**config.mk**
```make
export PLATFORM = sky130hd
export DESIGN_NAME = rdms_top
export DESIGN_NICKNAME = d
export VERILOG_FILES = /design/src/rdms_pkg.sv /design/src/rdms_sync.sv /design/src/rdms_sampler.sv /design/src/rdms_top.sv
export VERILOG_INCLUDE_DIRS = /design/src /design/src/src
export SDC_FILE = /design/constraint.sdc
export NUM_CORES = 1
export LEC_CHECK = 0
export ABC_AREA = 1
export BUFFER_PORTS_ARGS = -buffer_cell sky130_fd_sc_hd__buf_4
export CAP_MARGIN = 20
export CORE_UTILIZATION = 24
export CTS_CLUSTER_SIZE = 14
export DETAILED_ROUTE_END_ITERATION = 12
export HOLD_SLACK_MARGIN = 0.05
export REMOVE_ABC_BUFFERS = 1
export SYNTH_ARGS = -nofsm -noshare
export SYNTH_HDL_FRONTEND = slang
export SYNTH_SLANG_ARGS = --single-unit
```
**constraint.sdc**
```tcl
create_clock -name i_clk -period 1.4 [get_ports i_clk]
set_input_delay 0.28 -clock i_clk [delete_from_list [all_inputs] [get_ports i_clk]]
set_output_delay 0.28 -clock i_clk [all_outputs]
set_load 0.03 [all_outputs]
```
**src/rdms_regs.svh**
```systemverilog
`ifndef RDMS_REGS_SVH
`define RDMS_REGS_SVH

// Master clock period in ps (40 MHz)
`define RDMS_CLK_PERIOD_PS 25000
// Cycles from reset pin rise to first fetch
`define RDMS_FETCH_DELAY_CYC 80
// Sampling window before reset release, in master clock cycles
`define RDMS_SAMPLE_WIN_CYC 10
// Fetch address after any reset
`define RDMS_RESET_VECTOR 32'h0000_0000
// Reset values of latched modes
`define RDMS_BOOT_SEL_RST 1'b1
`define RDMS_FLOAT_RST 1'b0
// Width of fetch delay counter
`define RDMS_FETCH_CNT_W 7
// Width of the sampling window counter
`define RDMS_WIN_CNT_W 4

`endif

```
**src/rdms_pkg.sv**
```systemverilog
package rdms_pkg;

	typedef enum logic [1:0] {
		RDMS_ST_RESET,
		RDMS_ST_DELAY,
		RDMS_ST_RUN
	} rdms_state_e;

	typedef struct packed {
		logic boot_ext16;
		logic float_mode;
	} rdms_mode_s;

	typedef struct packed {
		logic io_out;
		logic io_oe;
		logic pio_sel;
	} rdms_pad_s;

endpackage : rdms_pkg

```
**src/rdms_sync.sv**
```systemverilog
`timescale 1ns/10ps
`include "rdms_regs.svh"

// Two-flop synchroniser with a preset value applied while i_set is high
module rdms_sync (
	input wire logic i_clk,
	input wire logic i_set,
	input wire logic i_d,
	output logic o_q
);
	logic meta_r;

	always_ff @(posedge i_clk or posedge i_set) begin
		if (i_set) begin
			meta_r <= 1'b0;
			o_q <= 1'b0;
		end else begin
			meta_r <= i_d;
			o_q <= meta_r;
		end
	end
endmodule : rdms_sync

```
**src/rdms_sampler.sv**
```systemverilog
`timescale 1ns/10ps
`include "rdms_regs.svh"

// Tracks whether a synchronised level stayed low over the last window cycles
module rdms_sampler (
	input wire logic i_clk,
	input wire logic i_clr,
	input wire logic i_level,
	output logic o_low_run
);
	logic [`RDMS_WIN_CNT_W-1:0] cnt_r;

	always_ff @(posedge i_clk) begin
		if (i_clr || i_level) begin
			cnt_r <= '0;
		end else if (cnt_r != `RDMS_WIN_CNT_W'(`RDMS_SAMPLE_WIN_CYC)) begin
			cnt_r <= cnt_r + 1'b1;
		end
	end

	assign o_low_run = (cnt_r == `RDMS_WIN_CNT_W'(`RDMS_SAMPLE_WIN_CYC));
endmodule : rdms_sampler

```
**src/rdms_top.sv**
```systemverilog
// Summary of operation
// - Reset is entered on the second clock edge after the reset pin falls and left only on a clock edge.
// - The first processor fetch is issued exactly eighty clocks after the reset pin rises.
// - Every reset returns peripheral registers to defaults and the fetch address to zero.
// - The clock output is low during external reset and afterwards toggles on every clock edge, at half the clock rate.
// - The clock output pad becomes a plain I/O line only when the I/O controller selects it.
// - A configured watchdog reset acts like the external reset pin.
// - A watchdog reset neither samples nor changes the boot and float modes.
// - The external reset pin takes priority over a simultaneous watchdog reset.
// - Float mode is entered if the float select pin is low the last ten clocks before release.
// - In float mode every output driver of the device is disabled.
// - The float select pad is shared with I/O line 21 and serial transmit, sampled in reset.
// - After reset all peripheral I/O pins are inputs; the pads are forced to inputs during reset and in float mode, otherwise pass i_periph_oe.
// - Boot memory is chosen from the boot select level of the last ten clocks before release.
// - A boot select level of zero boots from sixteen-bit external memory on chip select zero.
`timescale 1ns/10ps
`include "rdms_regs.svh"

module rdms_top (
	input wire logic i_clk,
	input wire logic i_rst,
	input wire logic i_ext_reset_n_pin,
	input wire logic i_wdog_reset_en,
	input wire logic i_wdog_reset_req,
	input wire logic i_float_select_n_pin,
	input wire logic i_boot_select_pin,
	input wire rdms_pkg::rdms_pad_s i_clk_out_pad,
	input wire rdms_pkg::rdms_pad_s i_io_line_21_pad,
	input wire logic i_serial1_tx_out,
	input wire logic i_serial1_tx_sel,
	input wire logic [31:0] i_periph_oe,
	output logic o_main_clk_out_pin,
	output logic o_main_clk_out_oe,
	output logic o_io_line_21_out,
	output logic o_io_line_21_oe,
	output logic [31:0] o_periph_oe,
	output logic o_core_reset,
	output logic o_periph_reset,
	output logic o_fetch_start,
	output logic [31:0] o_fetch_addr,
	output rdms_pkg::rdms_mode_s o_mode
);
	import rdms_pkg::*;

	logic rst_sync;
	logic float_sync;
	logic boot_sync;
	logic ext_rst_r;
	logic wdog_rst_r;
	logic float_low_run;
	logic boot_low_run;
	logic clk_gate_r;
	logic [`RDMS_FETCH_CNT_W-1:0] fetch_cnt_r;
	rdms_state_e state_r;
	rdms_mode_s mode_r;
	logic reset_any;

	// Release is synchronised; assertion is asynchronous through the preset
	rdms_sync u_rst_sync (
		.i_clk(i_clk),
		.i_set(~i_ext_reset_n_pin),
		.i_d(1'b1),
		.o_q(rst_sync)
	);

	// Pad levels are sampled through synchronisers while reset is held
	rdms_sync u_float_sync (
		.i_clk(i_clk),
		.i_set(i_rst),
		.i_d(~i_float_select_n_pin),
		.o_q(float_sync)
	);

	rdms_sync u_boot_sync (
		.i_clk(i_clk),
		.i_set(i_rst),
		.i_d(~i_boot_select_pin),
		.o_q(boot_sync)
	);

	// Counts cycles in which each pin has been low, cleared while the pin is high or out of ext reset
	rdms_sampler u_float_win (
		.i_clk(i_clk),
		.i_clr(rst_sync),
		.i_level(~float_sync),
		.o_low_run(float_low_run)
	);

	rdms_sampler u_boot_win (
		.i_clk(i_clk),
		.i_clr(rst_sync),
		.i_level(~boot_sync),
		.o_low_run(boot_low_run)
	);

	always_comb begin
		reset_any = ext_rst_r | wdog_rst_r;
	end

	// External reset first, watchdog only when enabled and pin is released
	always_ff @(posedge i_clk) begin
		if (i_rst) begin
			ext_rst_r <= 1'b1;
			wdog_rst_r <= 1'b0;
		end else begin
			ext_rst_r <= ~rst_sync;
			wdog_rst_r <= rst_sync & i_wdog_reset_en & i_wdog_reset_req;
		end
	end

	// Modes latched only on the release of the external pin
	always_ff @(posedge i_clk) begin
		if (i_rst) begin
			mode_r.boot_ext16 <= ~`RDMS_BOOT_SEL_RST;
			mode_r.float_mode <= `RDMS_FLOAT_RST;
		end else if (ext_rst_r && rst_sync) begin
			mode_r.float_mode <= float_low_run;
			// Low boot select picks 16-bit external memory on chip select 0
			mode_r.boot_ext16 <= boot_low_run;
		end
	end

	// Fetch delay sequencing
	always_ff @(posedge i_clk) begin
		if (i_rst || reset_any) begin
			state_r <= RDMS_ST_RESET;
			fetch_cnt_r <= '0;
		end else begin
			unique case (state_r)
				RDMS_ST_RESET: begin
					state_r <= RDMS_ST_DELAY;
					// Two synchroniser and two sequencing edges have passed since the pin rose
					fetch_cnt_r <= `RDMS_FETCH_CNT_W'(4);
				end
				RDMS_ST_DELAY: begin
					if (fetch_cnt_r == `RDMS_FETCH_CNT_W'(`RDMS_FETCH_DELAY_CYC - 1)) begin
						state_r <= RDMS_ST_RUN;
					end
					fetch_cnt_r <= fetch_cnt_r + 1'b1;
				end
				RDMS_ST_RUN: begin
					state_r <= RDMS_ST_RUN;
				end
			endcase
		end
	end

	always_ff @(posedge i_clk) begin
		if (i_rst || reset_any) begin
			o_core_reset <= 1'b1;
			o_periph_reset <= 1'b1;
			o_fetch_start <= 1'b0;
			o_fetch_addr <= `RDMS_RESET_VECTOR;
		end else begin
			o_core_reset <= (state_r != RDMS_ST_RUN) &&
				!(state_r == RDMS_ST_DELAY &&
				fetch_cnt_r == `RDMS_FETCH_CNT_W'(`RDMS_FETCH_DELAY_CYC - 1));
			o_periph_reset <= 1'b0;
			o_fetch_start <= (state_r == RDMS_ST_DELAY) &&
				(fetch_cnt_r == `RDMS_FETCH_CNT_W'(`RDMS_FETCH_DELAY_CYC - 1));
			o_fetch_addr <= `RDMS_RESET_VECTOR;
		end
	end

	// Clock copy is gated low in external reset
	always_ff @(posedge i_clk) begin
		if (i_rst) begin
			clk_gate_r <= 1'b0;
		end else begin
			clk_gate_r <= rst_sync & ~ext_rst_r;
		end
	end

	// Pad muxing and driver disable
	always_ff @(posedge i_clk) begin
		if (i_rst || reset_any) begin
			o_main_clk_out_oe <= 1'b0;
			o_io_line_21_out <= 1'b0;
			o_io_line_21_oe <= 1'b0;
			o_periph_oe <= '0;
		end else begin
			o_main_clk_out_oe <= ~mode_r.float_mode &
				(i_clk_out_pad.pio_sel ? i_clk_out_pad.io_oe : 1'b1);
			o_io_line_21_out <= i_serial1_tx_sel ? i_serial1_tx_out : i_io_line_21_pad.io_out;
			o_io_line_21_oe <= ~mode_r.float_mode &
				(i_serial1_tx_sel | i_io_line_21_pad.io_oe);
			o_periph_oe <= mode_r.float_mode ? '0 : i_periph_oe;
		end
	end

	always_ff @(posedge i_clk) begin
		if (i_rst) begin
			o_main_clk_out_pin <= 1'b0;
		end else if (i_clk_out_pad.pio_sel && !reset_any) begin
			o_main_clk_out_pin <= i_clk_out_pad.io_out;
		end else begin
			o_main_clk_out_pin <= clk_gate_r & ~o_main_clk_out_pin;
		end
	end

	always_ff @(posedge i_clk) begin
		if (i_rst) begin
			o_mode <= '0;
		end else begin
			o_mode <= mode_r;
		end
	end

	fetch_delay_a: assert property (@(posedge i_clk) disable iff (i_rst)
		$rose(rst_sync) |-> ##78 o_fetch_start)
		else $error("fetch not 80 cycles after release");
	clk_low_rst_a: assert property (@(posedge i_clk) disable iff (i_rst)
		ext_rst_r && !i_clk_out_pad.pio_sel |=> !o_main_clk_out_pin)
		else $error("clock out not low in reset");
	float_drv_off_a: assert property (@(posedge i_clk) disable iff (i_rst)
		mode_r.float_mode |=> o_periph_oe == '0 && !o_io_line_21_oe)
		else $error("driver on in float mode");
	wdog_mode_keep_a: assert property (@(posedge i_clk) disable iff (i_rst)
		wdog_rst_r |=> $stable(mode_r))
		else $error("mode changed by watchdog");
	wdog_reset_a: assert property (@(posedge i_clk) disable iff (i_rst)
		wdog_rst_r |=> o_core_reset && o_periph_reset)
		else $error("watchdog reset ignored");
	ext_prio_a: assert property (@(posedge i_clk) disable iff (i_rst)
		!rst_sync |=> !wdog_rst_r)
		else $error("watchdog over external reset");
	fetch_addr_a: assert property (@(posedge i_clk) disable iff (i_rst)
		o_fetch_start |-> o_fetch_addr == `RDMS_RESET_VECTOR)
		else $error("fetch address not zero");
	io_input_a: assert property (@(posedge i_clk) disable iff (i_rst)
		reset_any |=> o_periph_oe == '0)
		else $error("io driven in reset");
	pio_clk_a: assert property (@(posedge i_clk) disable iff (i_rst)
		!ext_rst_r && !reset_any && i_clk_out_pad.pio_sel |=>
		o_main_clk_out_pin == $past(i_clk_out_pad.io_out))
		else $error("clock pad not io");
	float_latch_a: assert property (@(posedge i_clk) disable iff (i_rst)
		ext_rst_r && rst_sync |=> mode_r.float_mode == $past(float_low_run))
		else $error("float mode not latched");

	// Cycles since the design last left any reset, to pin the fetch to the release
	logic [`RDMS_FETCH_CNT_W:0] rel_cnt_r;

	always_ff @(posedge i_clk) begin
		if (i_rst || !rst_sync || reset_any) begin
			rel_cnt_r <= '0;
		end else if (rel_cnt_r != '1) begin
			rel_cnt_r <= rel_cnt_r + 1'b1;
		end
	end

	// Reset entry and fetch timing
	rst_entry_a: assert property (@(posedge i_clk) disable iff (i_rst)
		!rst_sync |-> ##2 (o_core_reset && o_periph_reset))
		else $error("reset pin did not reset");
	fetch_gap_a: assert property (@(posedge i_clk) disable iff (i_rst)
		o_fetch_start |-> rel_cnt_r == (`RDMS_FETCH_CNT_W + 1)'(`RDMS_FETCH_DELAY_CYC - 3))
		else $error("fetch at wrong distance from release");
	fetch_pulse_a: assert property (@(posedge i_clk) disable iff (i_rst)
		o_fetch_start |=> !o_fetch_start)
		else $error("fetch pulse too long");
	per_rst_rel_a: assert property (@(posedge i_clk) disable iff (i_rst)
		o_fetch_start |-> !o_periph_reset && !o_core_reset)
		else $error("fetch while still in reset");
	fetch_addr_rst_a: assert property (@(posedge i_clk) disable iff (i_rst)
		reset_any |=> o_fetch_addr == `RDMS_RESET_VECTOR && !o_fetch_start)
		else $error("fetch state not cleared by reset");

	// Clock output and pad drivers
	clk_copy_a: assert property (@(posedge i_clk) disable iff (i_rst)
		clk_gate_r && !i_clk_out_pad.pio_sel |=>
		o_main_clk_out_pin != $past(o_main_clk_out_pin))
		else $error("clock out not running");
	clk_oe_run_a: assert property (@(posedge i_clk) disable iff (i_rst)
		!reset_any && !mode_r.float_mode && !i_clk_out_pad.pio_sel |=> o_main_clk_out_oe)
		else $error("clock pad not driven");
	clk_oe_float_a: assert property (@(posedge i_clk) disable iff (i_rst)
		mode_r.float_mode |=> !o_main_clk_out_oe)
		else $error("clock pad driven in float mode");
	pad_in_rst_a: assert property (@(posedge i_clk) disable iff (i_rst)
		reset_any |=> !o_main_clk_out_oe && !o_io_line_21_oe)
		else $error("pad driven in reset");
	periph_oe_run_a: assert property (@(posedge i_clk) disable iff (i_rst)
		!reset_any && !mode_r.float_mode |=> o_periph_oe == $past(i_periph_oe))
		else $error("peripheral enables not passed");
	l21_tx_a: assert property (@(posedge i_clk) disable iff (i_rst)
		!mode_r.float_mode && !reset_any && i_serial1_tx_sel |=>
		o_io_line_21_out == $past(i_serial1_tx_out) && o_io_line_21_oe)
		else $error("line 21 not serial transmit");

	// Watchdog and latched modes
	wdog_gate_a: assert property (@(posedge i_clk) disable iff (i_rst)
		wdog_rst_r |-> $past(i_wdog_reset_en && i_wdog_reset_req))
		else $error("watchdog reset without request");
	mode_hold_a: assert property (@(posedge i_clk) disable iff (i_rst)
		!(ext_rst_r && rst_sync) |=> $stable(mode_r))
		else $error("mode changed outside release");
	boot_latch_a: assert property (@(posedge i_clk) disable iff (i_rst)
		ext_rst_r && rst_sync |=> mode_r.boot_ext16 == $past(boot_low_run))
		else $error("boot mode not latched");
	mode_out_a: assert property (@(posedge i_clk) disable iff (i_rst)
		1'b1 |=> o_mode == $past(mode_r))
		else $error("mode output stale");

	fetch_cov_c: cover property (@(posedge i_clk) o_fetch_start);
	float_cov_c: cover property (@(posedge i_clk) mode_r.float_mode);
	wdog_cov_c: cover property (@(posedge i_clk) wdog_rst_r);
	boot16_cov_c: cover property (@(posedge i_clk) mode_r.boot_ext16);
	prio_cov_c: cover property (@(posedge i_clk) !rst_sync && i_wdog_reset_en && i_wdog_reset_req);
endmodule : rdms_top

```
; Yosys cells after proc, flatten, opt, wreduce, memory -nomap -nowiden
; Cells that the tools add are included.
; W data, S select, Z words.
[word_totals]
reg_bits = 69
in_bits = 47
out_inout_bits = 73
word_cells = 72
[classes]
add_sub_neg = 3
n_eq_ne = 9
muxes = 7
bitwise_logic = 16
reduce_logical = 12
[ops]
columns = op, n
row1 = $pmux W7 S2, 1
row2 = $add A4 B1 Y4 const B, 2
row3 = $eq A4 B4 Y1 const B, 2
row4 = $ne A4 B4 Y1 const B, 2
row5 = $not A1 Y1, 8
row6 = $add A7 B1 Y7 const B, 1
row7 = $eq A7 B7 Y1 const B, 1
row8 = $and A1 B1 Y1, 6
row9 = $pmux W2 S3, 1
row10 = $logic_and A1 B1 Y1, 4
row11 = $mux W1, 4
row12 = $ne A2 B2 Y1 const B, 2
row13 = $logic_or A1 B1 Y1, 3
row14 = $eq A2 B1 Y1 const B, 1
row15 = $eq A2 B2 Y1 const B, 1
row16 = $logic_not A1 Y1, 2
row17 = $logic_not A2 Y1, 1
row18 = $mux W2, 1
row19 = $or A1 B1 Y1, 2
row20 = $reduce_bool A2 Y1, 1
row21 = $reduce_or A2 Y1, 1

; Depth between registers and ports, before layout
[depth]
ltp_word = 4
depth_mapped = 8
mapped_depth_nobuf = 7

; Hierarchy
; From an unflattened synthesis, not the netlist that was laid out.
[hier_totals]
cells_unflattened = 322
hier_area_um2 = 2715.1
[modules_own_cells]
columns = module, instances, cells_each, area_per_inst_um2, seq_area_each_um2
row1 = rdms_top, 1, 253, 2118.3, 1101.1
row2 = rdms_sampler, 2, 30, 217.7, 80.1
row3 = rdms_sync, 3, 3, 53.8, 50.0

; Least setup slack after synthesis
; Ideal clock, no wire load.
[synth_path]
path_type = register to register
start = reg state_r[1]
end = reg fetch_cnt_r[5]
setup_time_ps = 117
arrival_ps = 1082
required_time_ps = 1283
slack_ps = 202
path_stages_with_launch = 8
n_path_buf = 1
period_less_slack_ps = 1198
path_cell_list = dfxtp_1 inv_1 ha_1 buf_6 inv_1 nand2_1 a22oi_1 nor2_1
[synth_via]
elab_chain_len = 2
elab_cells_between_ends = 4
classes_between = eq/ne: 1 / mux: 1 / reduce/logical: 2
[synth_rtl]
columns = item, line
row1 = "start, declared", rdms_top.sv:54  ; rdms_state_e state_r;
row2 = "start signal, assigned", rdms_top.sv:126  ; state_r <= RDMS_ST_RESET;
row3 = "start signal, assigned", rdms_top.sv:131  ; state_r <= RDMS_ST_DELAY;
row4 = "start signal, assigned", rdms_top.sv:137  ; state_r <= RDMS_ST_RUN;
row5 = $eq A2 B1 Y1 / $logic_not A2 Y1 (equally long branches), rdms_top.sv:129  ; unique case (state_r)
row6 = $pmux W7 S2 / $reduce_bool A2 Y1 (equally long branches), --
row7 = "end signal, assigned", rdms_top.sv:133  ; fetch_cnt_r <= `RDMS_FETCH_CNT_W'(4);
row8 = "end signal, assigned", rdms_top.sv:139  ; fetch_cnt_r <= fetch_cnt_r + 1'b1;
row9 = "end, declared", rdms_top.sv:53  ; logic [`RDMS_FETCH_CNT_W-1:0] fetch_cnt_r;
; Several ways; a longest one is shown, not always the timed one.
; A chain may end at the register's enable or synchronous reset.

; Worst setup path after layout
; Same ends and word-level chain as after synthesis.

==> summary.md <==
| Metric | Value |
|---|---|
| Area delta synth->final | 32.5% |
| DP HPWL | 3820 um |
| Area contributors post-synth | dfxtp_1, buf_4, inv_1, nor2_1, dfrtp_1 |
| FF-to-FF setup slack | 0.12 ns |
| Syn avg cell area | 8.76 um^2 |
| GRT Total Usage | 9.24% |
| Vias in the first global route | 1860 |
| Tot Pwr | 3.92 mW |
| Critical Path Start | state_r[1]$_SDFFE_PP0P_ |
| CTS H-tree depth | 3 |
| Die X-Extent | 107 um |
| Period Utilization, post-route | 91.4% |
| Hold Vio Cnt, Final | 0 |
| DP Area | 0.00328 mm^2 |
| Initial antenna violation count | 0 |
| Synth cell types | 24 |
| I/O pin cnt | 120 |
| Reg-to-reg endpoint | fetch_cnt_r[5]$_SDFFE_PP0P_ |
| Fill count | 1120 |
| Fin nets | 450 |
| Peak supply drop | 0.599 mV |
| PwrDens | 1130 mW/mm^2 |
| Setup ws final | 0.120 ns |
| Root buf cell | clkbuf_8 |
| Standby leakage power | 1.78 nW |
| Share of layout cells above drive strength 1 | 29.5% |
| Hold path depth | 2 |
| Final WL | 5070 um |
| Crit path required time | 1.62 ns |
| Synth top area share | 48.0% |
| Mapped Area | 0.00263 mm^2 |
| Largest net degree at the start of global routing | 35 |
| Worst Hold Class | in2reg |
| Initial DRC Count | 51 |
| DRC | 0 |
| Hold_ws | 0.0809 ns |
| DR vias/cell | 3.72 |
| Slew Viols, Final | 0 |
| Routability Congestion | 0.758 |
| Synth Register Bits | 69 |
| FF/Latch Area | 0.00141 mm^2 |
| First-pass GRT wire length | 8070 um |
| Die ar. | 0.0114 mm^2 |
| Setup_tns | 0 ns |
| Most frequent cells in the layout | buf_4, dfxtp_1, inv_1, nor2_1, conb_1 |
| Post-DRT Antenna Nets | 0 |
| Yosys top cell by area | dfxtp_1 |
| TritonCTS clock tree | yes |
| Crit path time final | 1.28 ns |
| Worst-skew pair later-pin latency | 0.33 ns |
| Crit Path Category | reg2reg |
| Most common cell after layout, fill and taps aside | buf_4 |
| Core area | 0.0105 mm^2 |
| CTS sink count | 69 |
| Final instance area | 0.00348 mm^2 |
| Routed len/inst | 9.45 um |
| Worst Skew | 0.00741 ns |
| PortBufs | 86 |
| Setup-failing EPs final | 0 |
| Synth Warn # | 0 |
| DP Worst Slack | 0.0333 ns |
| CP endpoint | fetch_cnt_r[5]$_SDFFE_PP0P_ |
| Area occupied by multi-input gates | 835 um^2 |
| DR pass1 iterations | 4 |
| RSZ-0062 raised after global routing | no |
| Worst Path Max Fanout | 8 |
| Vias | 1994 |
| CP Capture Type | flop |
| Postcts setup bufs | 0 |
| Clock transition at path regs | 0.07 ns |
| Num rows | 37 |
| Initial core utilization | 25.1% |
| Total CTS buffers | 9 |
| Chip Height | 107 um |
| Syn Inst Count | 300 |
| Fmax | 782 MHz |
| Total grt overflow | 0 |
| Deepest clock path buffer count | 2 |
| Reg2reg path depth | 6 |
| Diodes inserted | 0 |
| Critical path arrival | 1.50 ns |
| Worst R2R Start | state_r[1]$_SDFFE_PP0P_ |
| Outcome | completed |
| Seq/Total Area, Yosys | 53.7% |
| Max Cap Viol | 0 |
| Critical path startpoint category | flop |
==> per-layer routing <==
metal	global-route usage [%]	part of all wire (%)	vias to the layer above
li1	-	-	1026
met1	8.73	39	883
met2	15.9	49	79
met3	6.02	11	6
met4	3.52	1.5	0
met5	0	0	-
==> synthesized netlist by cell type <==
cell type / instances
ha_1: 8
nand2_1: 27
nand4_1: 1
inv_6: 1
a21oi_1: 19
a22oi_1: 1
nor3b_1: 1
inv_2: 1
a211oi_1: 2
nor2_4: 1
nand3_1: 8
nor2_2: 10
buf_6: 4
dfxtp_1: 63
nor2_1: 42
dfrtp_1: 6
o21ai_0: 9
o211a_1: 1
conb_1: 2
buf_4: 32
inv_1: 56
nand2_4: 2
nor3_1: 2
xnor2_1: 1
==> logic make-up (layout without fill, tap and decap cells) <==
logic type	Yosys count	after routing	share of synthesized area, %
AOI/OAI and AO/OA	32	32	6.57
buffers and inverters	94	163	19.3
and+or+nand+nor	94	94	16.0
xor gates and xnor gates	1	1	0.333
adders and majority gates	8	8	3.81
DFF	69	69	53.7
other	2	33	0.286
==> metrics by stage <==
stage / cells / util, %
floorplan: 295 / -
global placement: 518 / 31.4
detailed placement: 518 / 31.4
CTS: 536 / 33.2
global route: 536 / 33.3
finish: 536 / 33.3
==> where the power goes <==
group,total (mW),switching [mW],internal [mW]
registers,2.05,0.0258,2.02
clock network,1.42,0.721,0.694
logic,0.457,0.295,0.162
==> flip-flops by register name, indices dropped and copies added, names as in the netlist, 2 cells and up <==
signal / cells
o_mode: 2
mode_r: 2
fetch_cnt_r: 7
o_periph_oe: 32
u_float_win.cnt_r: 4
state_r: 2
u_boot_win.cnt_r: 4
==> worst min path at each step <==
stage                          from                            end
3_5_place_dp      i_ext_reset_n_pin    u_rst_sync.meta_r$_DFF_PN0_
5_1_grt        i_float_select_n_pin  u_float_sync.meta_r$_DFF_PP0_
2_1_floorplan     i_ext_reset_n_pin    u_rst_sync.meta_r$_DFF_PN0_
4_1_cts        i_float_select_n_pin  u_float_sync.meta_r$_DFF_PP0_
3_3_place_gp      i_ext_reset_n_pin    u_rst_sync.meta_r$_DFF_PN0_
6_report       i_float_select_n_pin  u_float_sync.meta_r$_DFF_PP0_
==> final cells by class <==
cell class	count	share of cell area [%]
Clock inverter	3	0.611
Tap cell	136	4.89
Clock buffer	13	4.28
Timing Repair Buffer	89	19.3
Inverter	58	6.40
Sequential cell	69	40.5
Multi-Input combinational cell	168	24.0
==> critical path, cell delays in order, from the launching register on <==
cell and delay [ns]:
dfxtp_1 0.37, inv_1 0.08, ha_2 0.22, inv_1 0.13
nand2_1 0.12, a22oi_1 0.20, nor2_1 0.06
==> repair_timing <==
item | in CTS | in global routing
hold buffers | 2 | 0
endpoints found under the hold margin | 6 | 0
endpoints found under the setup margin | 0 | 5
resized for setup | 0 | 3
No activity file was read; power rests on OpenSTA's default activity.
